File: config.mk
export PLATFORM = sky130hd
export DESIGN_NAME = hibernation_anchor_tracker
export DESIGN_NICKNAME = d
export VERILOG_FILES = /design/src/hw/anchor_pkg.sv /design/src/hw/hibernation_anchor_tracker.sv
export VERILOG_INCLUDE_DIRS = /design/src /design/src/hw
export SDC_FILE = /design/constraint.sdc
export NUM_CORES = 1
export LEC_CHECK = 0
export ABC_AREA = 0
export BUFFER_PORTS_ARGS = -buffer_cell sky130_fd_sc_hd__buf_2
export CAP_MARGIN = 20
export CORE_MARGIN = 2
export CORE_UTILIZATION = 40
export DETAILED_ROUTE_END_ITERATION = 16
export PLACE_DENSITY_LB_ADDON = 0.15
export SYNTH_ARGS = -nofsm -noshare
export SYNTH_HDL_FRONTEND = slang
export SYNTH_SLANG_ARGS = --single-unit
File: constraint.sdc
create_clock -name core_clk_i -period 5.35 [get_ports core_clk_i]
set_input_delay 1.07 -clock core_clk_i [delete_from_list [all_inputs] [get_ports core_clk_i]]
set_output_delay 1.07 -clock core_clk_i [all_outputs]
set_load 0.02 [all_outputs]
File: src/hw/anchor_defines.svh
// constants for the hibernation anchor tracker
`ifndef ANCHOR_DEFINES_SVH
`define ANCHOR_DEFINES_SVH
`define ANC_REG_CTRL        32'h0000_0000
`define ANC_REG_STATUS      32'h0000_0004
`define ANC_REG_VALID       32'h0000_0008
`define ANC_REG_ENTRY_SEL   32'h0000_000c
`define ANC_REG_ENTRY_DATA  32'h0000_0010
`define ANC_CTRL_CAPABLE    0
`define ANC_CTRL_MASTER     1
`define ANC_CTRL_RESET_VAL  2'h2
`define ANC_LOST_BEACON_LIMIT 4'h3
`endif

File: src/hw/anchor_pkg.sv
// types for the hibernation anchor tracker
package anchor_pkg;
  typedef enum logic [1:0] {
    ENTRY_FREE,
    ENTRY_PENDING,
    ENTRY_SLEEPING
  } entry_state_t;
endpackage

File: src/hw/hibernation_anchor_tracker.sv
// hibernation anchor tracker: neighbour table, countdowns, beacon element view, ahb-lite regs
`timescale 1ns/100ps
`include "anchor_defines.svh"
module hibernation_anchor_tracker #(
  parameter int ENTRIES  = 8,
  parameter int ADDR_W   = 16,
  parameter int CNT_W    = 8,
  parameter int HCD_W    = 8
) (
  input  wire logic              core_clk_i,
  input  wire logic              reset_i,
  input  wire logic              clk_en_i,
  // beacon receive path
  input  wire logic              rx_beacon_i,
  input  wire logic [ADDR_W-1:0] rx_addr_i,
  input  wire logic              rx_hib_ie_i,
  input  wire logic [HCD_W-1:0]  rx_hib_countdown_i,
  input  wire logic [CNT_W-1:0]  rx_hib_duration_i,
  // superframe start and beacon build
  input  wire logic              sf_tick_i,
  input  wire logic              tx_beacon_sent_i,
  input  wire logic              master_net_i,
  output logic                   cap_anchor_o,
  output logic                   anchor_ie_present_o,
  output logic [ENTRIES-1:0]     entry_listed_o,
  // ahb-lite slave
  input  wire logic              hsel_i,
  input  wire logic [31:0]       haddr_i,
  input  wire logic [1:0]        htrans_i,
  input  wire logic              hwrite_i,
  input  wire logic [2:0]        hsize_i,
  input  wire logic [31:0]       hwdata_i,
  input  wire logic              hready_i,
  output logic [31:0]            hrdata_o,
  output logic                   hreadyout_o,
  output logic                   hresp_o
);
  localparam int IDX_W = (ENTRIES > 1) ? $clog2(ENTRIES) : 1;

  // register map, one aligned word each, answered with zero wait states:
  //   control      bit 0 capability on, bit 1 master default role enable
  //   status       bit 0 capability advertised, bit 1 anchor element present
  //   listed       one bit per table slot currently shown in the element
  //   entry select slot index for the entry window
  //   entry window [15:0] neighbour address, [23:16] wake-up countdown,
  //                [31:30] slot state
  // the master default bit leaves reset set, so a master is anchor with no
  // software help; clearing it is how software ends that role
  //
  // limitations worth knowing:
  //   a full table drops a newcomer silently; size it for the densest
  //   neighbourhood expected
  //   one receive event per cycle; the receive path must serialise beacons
  //   hsize is ignored, so a narrow write acts as a whole-word write
  //   unmapped words read as zero and swallow writes

  // per-slot table: free, pending (announced, not yet asleep) or sleeping;
  // pending exists so a neighbour whose last beacons are lost is still
  // promoted to sleeping on time
  anchor_pkg::entry_state_t state_q [ENTRIES];
  logic [ADDR_W-1:0] addr_q [ENTRIES];
  logic [CNT_W-1:0]  wake_q [ENTRIES];
  logic [CNT_W-1:0]  dur_q  [ENTRIES];
  logic [ENTRIES-1:0] sent_zero_q; // listed with zero countdown in a sent beacon
  logic [1:0]        ctrl_q;
  logic [IDX_W-1:0]  sel_q;
  logic              anchor_en;

  // match an address against the table, first hit wins
  // the free-slot search ignores the address; the lowest free slot is taken
  // so the entry window order follows arrival order while the table fills
  function automatic logic [IDX_W:0] find_addr(input logic [ADDR_W-1:0] a,
                                               input logic use_free);
    logic [IDX_W:0] r;
    r = '0;
    for (int i = ENTRIES - 1; i >= 0; i--) begin
      if (use_free ? (state_q[i] == anchor_pkg::ENTRY_FREE)
                   : (state_q[i] != anchor_pkg::ENTRY_FREE && addr_q[i] == a)) begin
        r = {1'b1, IDX_W'(i)};
      end
    end
    return r;
  endfunction

  // a slot is shown while it sleeps and its zero countdown has not gone out
  function automatic logic entry_shown(input int i);
    return anchor_en && state_q[i] == anchor_pkg::ENTRY_SLEEPING && !sent_zero_q[i];
  endfunction

  logic [IDX_W:0] hit;
  logic [IDX_W:0] free_slot;
  logic           ann_zero;
  logic           ann_near;
  always_comb begin
    hit       = find_addr(rx_addr_i, 1'b0);
    free_slot = find_addr(rx_addr_i, 1'b1);
    ann_zero  = rx_beacon_i && rx_hib_ie_i && (rx_hib_countdown_i == '0);
    ann_near  = rx_beacon_i && rx_hib_ie_i && (rx_hib_countdown_i != '0) &&
                (rx_hib_countdown_i <= HCD_W'(`ANC_LOST_BEACON_LIMIT));
  end

  // master role makes the device anchor even if software left capability off
  // capability bit and listing both follow anchor_en, so dropping the role
  // clears the advertised bit in the same beacon as the listing
  assign anchor_en = ctrl_q[`ANC_CTRL_CAPABLE] | (master_net_i & ctrl_q[`ANC_CTRL_MASTER]);

  // table update; tick is applied first so beacon contents follow it
  // ordering within one edge: the per-slot tick work is written first and
  // the receive work after it, so a beacon in a tick cycle wins for its own
  // slot; the reloaded countdown then starts its count at the next tick
  // turning the anchor role off empties the table at once, so a later
  // re-enable never shows stale sleepers
  always_ff @(posedge core_clk_i) begin
    if (reset_i) begin
      for (int i = 0; i < ENTRIES; i++) begin
        state_q[i] <= anchor_pkg::ENTRY_FREE;
        addr_q[i]  <= '0;
        wake_q[i]  <= '0;
        dur_q[i]   <= '0;
      end
      sent_zero_q <= '0;
    end else if (clk_en_i) begin
      for (int i = 0; i < ENTRIES; i++) begin
        if (!anchor_en) begin
          state_q[i] <= anchor_pkg::ENTRY_FREE;
        end else begin
          case (state_q[i])
            anchor_pkg::ENTRY_FREE: ;
            anchor_pkg::ENTRY_PENDING: begin
              // countdown not yet seen at zero; missed beacons still promote it
              if (sf_tick_i && wake_q[i] != '0) begin
                wake_q[i] <= wake_q[i] - 1'b1;
              end else if (sf_tick_i) begin
                state_q[i] <= anchor_pkg::ENTRY_SLEEPING;
                wake_q[i]  <= dur_q[i];
              end
            end
            anchor_pkg::ENTRY_SLEEPING: begin
              if (sf_tick_i && wake_q[i] != '0) begin
                wake_q[i] <= wake_q[i] - 1'b1;
              end
              if (tx_beacon_sent_i && wake_q[i] == '0) begin
                sent_zero_q[i] <= 1'b1;
              end
              if (sent_zero_q[i]) begin
                state_q[i]     <= anchor_pkg::ENTRY_FREE;
                sent_zero_q[i] <= 1'b0;
              end
            end
            default: state_q[i] <= anchor_pkg::ENTRY_FREE;
          endcase
        end
      end
      // receive events override the tick for the addressed entry
      // a countdown above the limit is not tracked: the neighbour is still
      // expected to beacon and will announce again
      if (anchor_en && rx_beacon_i) begin
        if (ann_zero || ann_near) begin
          // reuse the existing slot rather than duplicating
          if (hit[IDX_W]) begin
            state_q[hit[IDX_W-1:0]]     <= ann_zero ? anchor_pkg::ENTRY_SLEEPING
                                                    : anchor_pkg::ENTRY_PENDING;
            wake_q[hit[IDX_W-1:0]]      <= ann_zero ? rx_hib_duration_i
                                                    : CNT_W'(rx_hib_countdown_i);
            dur_q[hit[IDX_W-1:0]]       <= rx_hib_duration_i;
            sent_zero_q[hit[IDX_W-1:0]] <= 1'b0;
          end else if (free_slot[IDX_W]) begin
            // full table drops the newcomer; capacity is a parameter
            state_q[free_slot[IDX_W-1:0]] <= ann_zero ? anchor_pkg::ENTRY_SLEEPING
                                                      : anchor_pkg::ENTRY_PENDING;
            addr_q[free_slot[IDX_W-1:0]]  <= rx_addr_i;
            wake_q[free_slot[IDX_W-1:0]]  <= ann_zero ? rx_hib_duration_i
                                                      : CNT_W'(rx_hib_countdown_i);
            dur_q[free_slot[IDX_W-1:0]]   <= rx_hib_duration_i;
            sent_zero_q[free_slot[IDX_W-1:0]] <= 1'b0;
          end
        end else if (hit[IDX_W] && state_q[hit[IDX_W-1:0]] == anchor_pkg::ENTRY_SLEEPING) begin
          // plain beacon from a sleeper: it woke early
          state_q[hit[IDX_W-1:0]]     <= anchor_pkg::ENTRY_FREE;
          sent_zero_q[hit[IDX_W-1:0]] <= 1'b0;
        end else if (hit[IDX_W]) begin
          state_q[hit[IDX_W-1:0]] <= anchor_pkg::ENTRY_FREE;
        end
      end
    end
  end

  // beacon view, registered
  // registered so the beacon builder sees levels that move only on an edge;
  // the element flag is built from the same condition as the listing, so
  // the two never disagree
  always_ff @(posedge core_clk_i) begin
    if (reset_i) begin
      cap_anchor_o        <= 1'b0;
      anchor_ie_present_o <= 1'b0;
      entry_listed_o      <= '0;
    end else if (clk_en_i) begin
      cap_anchor_o <= anchor_en;
      for (int i = 0; i < ENTRIES; i++) begin
        entry_listed_o[i] <= entry_shown(i);
      end
      anchor_ie_present_o <= 1'b0;
      for (int i = 0; i < ENTRIES; i++) begin
        if (entry_shown(i)) begin
          anchor_ie_present_o <= 1'b1;
        end
      end
    end
  end

  // ahb-lite: zero wait states, always okay
  logic        dph_wr_q;
  logic        dph_rd_q;
  logic [31:0] dph_addr_q;
  logic        addr_ok;
  // only nonseq or seq with hsel and hready open a transfer; idle and busy
  // leave the data-phase flags low so nothing is written by accident
  assign addr_ok = hsel_i && hready_i && htrans_i[1];

  // no wait states and no error responses, so both bus outputs stay fixed
  // after reset; they are still flops to keep every output registered

  always_ff @(posedge core_clk_i) begin
    if (reset_i) begin
      dph_wr_q   <= 1'b0;
      dph_rd_q   <= 1'b0;
      dph_addr_q <= '0;
      hreadyout_o <= 1'b1;
      hresp_o     <= 1'b0;
    end else if (clk_en_i) begin
      dph_wr_q   <= addr_ok && hwrite_i;
      dph_rd_q   <= addr_ok && !hwrite_i;
      if (addr_ok) begin
        dph_addr_q <= haddr_i;
      end
      hreadyout_o <= 1'b1;
      hresp_o     <= 1'b0;
    end
  end

  // register writes in the data phase
  // only the two control bits and the select exist; other write bits drop
  always_ff @(posedge core_clk_i) begin
    if (reset_i) begin
      ctrl_q <= `ANC_CTRL_RESET_VAL;
      sel_q  <= '0;
    end else if (clk_en_i && dph_wr_q) begin
      if (dph_addr_q == `ANC_REG_CTRL) begin
        ctrl_q <= hwdata_i[1:0];
      end
      if (dph_addr_q == `ANC_REG_ENTRY_SEL) begin
        sel_q <= hwdata_i[IDX_W-1:0];
      end
    end
  end

  // read mux, registered on the address phase so data stands in the data phase
  // status bits are the registered beacon view, so they lag the table by
  // one cycle, the same as the beacon builder sees them
  logic [31:0] rd_d;
  always_comb begin
    rd_d = 32'h0000_0000;
    case (haddr_i)
      `ANC_REG_CTRL:   rd_d[1:0] = ctrl_q;
      `ANC_REG_STATUS: begin
        rd_d[0] = cap_anchor_o;
        rd_d[1] = anchor_ie_present_o;
      end
      `ANC_REG_VALID:  rd_d[ENTRIES-1:0] = entry_listed_o;
      `ANC_REG_ENTRY_SEL: rd_d[IDX_W-1:0] = sel_q;
      `ANC_REG_ENTRY_DATA: begin
        rd_d[ADDR_W-1:0]        = addr_q[sel_q];
        rd_d[ADDR_W+:CNT_W]     = wake_q[sel_q];
        rd_d[31:30]             = 2'(state_q[sel_q]);
      end
      default: rd_d = 32'h0000_0000;
    endcase
  end

  always_ff @(posedge core_clk_i) begin
    if (reset_i) begin
      hrdata_o <= 32'h0000_0000;
    end else if (clk_en_i && addr_ok && !hwrite_i) begin
      hrdata_o <= rd_d;
    end
  end
endmodule // hibernation_anchor_tracker

* After elaboration in Yosys (flattened, before gate mapping)
Memory sizes are Yosys's and may differ from the RTL's. A register that Yosys moved wholly into a read port is not among the register bits.
Index checks and enable logic that the tools add are counted.
** Storage, ports and cells
- Register bits after elaboration :: 82
- RAM bits :: 272
- Input bits :: 112
- Memories kept :: 4
** Operators by class
- $add $sub $neg :: 8
- $lt $le $gt $ge :: 5
- Equal/unequal tests :: 30
- Mux-type cells :: 423
- Bitwise logic cells :: 64
- Reductions and logical operators :: 116
** Memory list
- addr_q :: words 8, width 16, read ports 9, clocked after memory_dff 1, wr ports 8, line hibernation_anchor_tracker.sv:61 : logic [ADDR_W-1:0] addr_q [ENTRIES];
- dur_q :: words 8, width 8, read ports 8, clocked after memory_dff 0, wr ports 8, line hibernation_anchor_tracker.sv:63 : logic [CNT_W-1:0] dur_q [ENTRIES];
- wake_q :: words 8, width 8, read ports 9, clocked after memory_dff 1, wr ports 9, line hibernation_anchor_tracker.sv:62 : logic [CNT_W-1:0] wake_q [ENTRIES];
- state_q :: words 8, width 2, read ports 10, clocked after memory_dff 1, wr ports 9, line hibernation_anchor_tracker.sv:60 : anchor_pkg::entry_state_t state_q [ENTRIES];
** Operators by type and width (number)
- $mux 1 :: 319
- $mux 8 :: 33
- $eq 16x16->1 :: 8
- $eq 32x4->1 const B :: 3
- $mux 2 :: 37
- $logic_not 8->1 :: 9
- $reduce_bool 8->1 :: 9
- $logic_not 32->1 :: 2
- $mux 4 :: 16
- $sub 8x1->8 const B :: 8
- $or 1x1->1 :: 59
- $logic_and 1x1->1 :: 54
- $mux 3 :: 11
- $eq 32x3->1 const B :: 1
- $eq 32x5->1 const B :: 1
- $mux 16 :: 2
- $reduce_or 3->1 :: 8
- $reduce_or 8->1 :: 3
- $eq 2x2->1 const B :: 9
- $and 8x8->8 :: 2
- $eq 2x1->1 const B :: 8
- $logic_not 2->1 :: 8
- $not 8->8 :: 2
- $reduce_bool 2->1 :: 8
- other kinds (13) :: 26

* Depth between registers and ports, before layout
An unclocked memory read counts as a cell.
- Depth after elaboration :: 23
- Depth in mapped cells :: 14
- Mapped depth without buffers :: 10

* Least setup slack after synthesis
Ideal clock, no wire load.
- Path type :: input to register
- Start :: input rx_addr_i[11]
- End :: memory wake_q[6][0], enable pin
- Library setup time :: 375 ps
- Arrival :: 4299 ps
- Data required time :: 4975 ps
- Path slack :: 677 ps
- Cell stages on the path :: 11
- Path buffers :: 2
- Path through :: buf_4 xor2_1 or4b_4 or4_4 a2bb2oi_2 nand4b_1 a21o_1 nand2_1 buf_4 o21ai_0 o21bai_1
** RTL lines
- start: declaration :: line hibernation_anchor_tracker.sv:15 : input wire logic [ADDR_W-1:0] rx_addr_i,
- end: declaration :: line hibernation_anchor_tracker.sv:62

==> run_results.csv <==
group,metric,value,unit
run_status,status,"completed",
global_routing,grt_max_degree,79,
critical_path,critical_path_buf_inv_count,1,
global_routing,grt_overflow,0,
yosys,avgSynthCellArea,10.56,um^2
layout,post-route-util,45.57,%
sta,grt_setup_unrepaired,"no",
drt,vias,15920,
yosys,syn-cell-area,20690,um^2
layout,final_area,23330,um^2
cts,clock_path_buffers,3,
critical_path,reg2reg_depth,9,
pwr,peakVddDrop,0.2499,mV
sta,fin_tns_setup,0,ns
layout,syn_to_final_growth,12.76,%
yosys,yosys.area.top_type,"edfxtp_1",
cts,cts_setup_buffers,0,
floorplanning,start_util,40.42,%
floorplanning,dieArea,53570,um^2
global_routing,first_global_vias,15530,
pwr,comb_power_share,9.2,%
critical_path,cpLargestDelayFamily,"simple AND/OR/NAND/NOR gates",
yosys,synthAdderAreaFrac,0.4837,%
flow_run,cap_violations,0,
sta,finalCritPeriodShare,83.94,%
layout,final_nets,2167,
floorplanning,core_area,51200,um^2
hold_path,hold_start,"dph_addr_q[8]",
pwr,fin_total_pwr,6.642,mW
yosys,synthTopCellsByArea,"edfxtp_1, dfxtp_1, and2_1, mux4_2, mux2i_1",
sta,maxSlewViolCount,0,
placement,dpl.hpwl,48460,um
yosys,synth-seq-area-share,47.70,%
layout,layout-drive-gt1-share,15.22,%
critical_path,startpoint_type,"primary input",
yosys,synth-xor-area-share,7.450,%
yosys,yosys.area_share.simple,21.24,%
pwr,power.internal,4.991,mW
floorplanning,io_pins,156,
yosys,synth_top_family_by_area,"simple AND/OR/NAND/NOR gates",
placement,dp.cells,2684,
critical_path,critPathArrivalTime,4.73,ns
yosys,muxShareOfSynthArea,10.97,%
sta,min_period,4.491,ns
yosys,synth_edf_count,272,
yosys,synth.most_common_cell,"edfxtp_1",
hold_path,hold_class,"flop to flop",
floorplanning,die_w,231.4,um
pwr,p_per_area,284.7,nW/um^2
placement,placed_cell_area,21970,um^2
pwr,clkPwrFrac,43.1,%
critical_path,r2r-end,"wake_q[1][0]",
pwr,p_leak,8.515,nW
sta,fmaxAchievable,222.7,MHz
sta,clock_skew,0.02544,ns
cts,h-tree-depth,2,
cts,cts_tree,"built",
drt,drc,0,
cts,cts.sinks,357,
layout,fill_cells,4781,
yosys,ys.flop_type,"edfxtp_1",
drt,routed_wl,66730,um
cts,cts.repair.resized,0,
yosys,netlist.area_leader.share,39.47,%
critical_path,crit_fanout,16,
global_routing,grt_pass1_wl,99500,um
drt,viasPerCell,5.771,
critical_path,r2r_slack,1.25,ns
placement,io_buffers,114,
hold_path,hold_depth,2,
hold_path,whs_endpoint,"dph_addr_q[8]",
cts,clkTransAtPathRegs,0.06,ns
sta,hold_viol,0,
pwr,netSwitchingPower,1.651,mW
drt,routedWlPerCell,24.19,um
critical_path,endpoint_kind,"flop",
critical_path,path_cells,"buf_2 > xnor2_1 > nand4_1 > or4_1 > o22ai_1 > nand4b_1 > or2_1 > a21o_1 > a21oi_1 > or3_1",
drt,dr.first_iter.drc_count,1335,
sta,hold_slack,0.4528,ns
cts,cts_made_buffers,40,
cts,cts_root_buf,"clkbuf_16",
sta,slew_headroom,31.72,%
yosys,yosys-top-cells-count,"edfxtp_1, and2_1, nand2_1",
yosys,yosysUniqueCellTypes,81,
yosys,yosysWarnings,0,
floorplanning,fp.dieH,231.4,um
cts,clkLatencyLatePin,0.57,ns
critical_path,rr_startpoint,"addr_q[3][0]",
yosys,ys_seq_elements,357,
layout,instances_no_fill,2758,
critical_path,worstPathRequired,5.59,ns
critical_path,crit_slowest_cell,"or3_1",
pwr,seq_power_share,47.7,%
drt,dr.pass1.iters,5,
yosys,syn_inst,1959,
yosys,async_flop_share,0,%
global_routing,antenna_found_initial,3,
yosys,synth-compound-area-share,8.937,%
pwr,swShare,24.86,%
floorplanning,rows,83,
sta,worstMarginPinSlew,1.024,ns
placement,globalplace.congestion,0.8917,
sta,setup_ws,0.8590,ns
critical_path,crit_path_max_incr_delay,0.62,ns
global_routing,grt_usage,24.81,%
cts,ctsHoldBuffers,0,
sta,setup-violations-final,0,
placement,dpl_worst_slack,0.4008,ns
drt,ant_nets,0,
critical_path,worstSetupPathType,"primary input to flop",
==> per-layer routing <==
| layer | wire [um] | vias up | GRT usage [%] | share of wire, % |
|---|---|---|---|---|
| met5 | 0 | - | 0 | 0 |
| met4 | 1410 | 0 | 6.169 | 2.1 |
| met3 | 4388 | 92 | 4.097 | 6.6 |
| met2 | 30750 | 545 | 39.80 | 46 |
| met1 | 30170 | 7936 | 34.92 | 45 |
| li1 | - | 7343 | - | - |
==> registers in the layout, indices dropped and copies added, names as in the netlist, named ones only <==
| register | flops |
|---|---|
| wake_q | 64 |
| sel_q | 3 |
| sent_zero_q | 8 |
| dph_addr_q | 32 |
| hrdata_o | 26 |
| state_q | 16 |
| cap_anchor_o | 1 |
| anchor_ie_present_o | 1 |
| dph_wr_q | 1 |
| entry_listed_o | 8 |
| ctrl_q | 2 |
| addr_q | 128 |
| dur_q | 64 |
==> worst max-delay path by stage <==
stage	depth (start not counted)	endpoint	slack (ns)	start
floorplan	11	wake_q[6][0]	0.68	rx_addr_i[11]
CTS	10	wake_q[1][2]	1.01	rx_addr_i[0]
finish	10	wake_q[1][0]	0.86	rx_addr_i[7]
global route	10	wake_q[1][2]	0.68	rx_addr_i[14]
detailed placement	10	wake_q[1][2]	0.40	rx_addr_i[0]
global placement	10	wake_q[1][3]	0.47	rx_addr_i[0]
==> placed cells by master (no fill, tap or decap), types with 71 or more instances in the layout <==
| cell | instances |
|---|---|
| buf_2 | 113 |
| xnor2_1 | 83 |
| nor3_1 | 71 |
| nand2_1 | 169 |
| edfxtp_1 | 272 |
| a21oi_1 | 109 |
| xor2_1 | 93 |
| and2_1 | 198 |
| dfxtp_1 | 83 |
| o211ai_1 | 71 |
| nor2_1 | 146 |
| mux2i_1 | 102 |
==> worst reg2reg max path: stages, from the launching register on <==
cell,delay [ns]
edfxtp_1,0.47
xor2_1,0.19
or4_1,0.56
nor4_1,0.41
a22oi_1,0.30
nand4b_1,0.20
or2_1,0.30
a21o_1,0.49
a21oi_1,0.23
or3_1,0.62
==> power groups by stage <==
stage	sequential, mW	clock (mW)	combinational, mW
after floorplan	3.19	0	0.387
after global placement	3.22	0	0.598
after detailed placement	3.22	0	0.601
after CTS	3.17	2.91	0.604
after global routing	3.18	3.02	0.656
final	3.17	2.86	0.609
==> logic make-up (layout without fill, tap and decap cells) <==
kind of cell	after synthesis	after routing
XOR/XNOR	176	176
buffers and inverters	149	260
adder cells (fa/ha/maj)	8	8
AO/OA/AOI/OAI	288	288
multiplexers	159	159
AND/OR/NAND/NOR	820	820
other	2	10
flip-flops	357	357
==> cell type report <==
type	instances	area [um^2]	area share, %
Clock inverter	15	207.7	0.8902
Multi-Input combinational cell	1459	10200	43.70
Antenna cell	2	5.005	0.02145
Inverter	22	82.58	0.3539
Sequential cell	357	9874	42.32
Clock buffer	56	1124	4.816
Tap cell	680	850.8	3.647
Timing Repair Buffer	167	991.0	4.247
(Power assumes the default switching activity.)
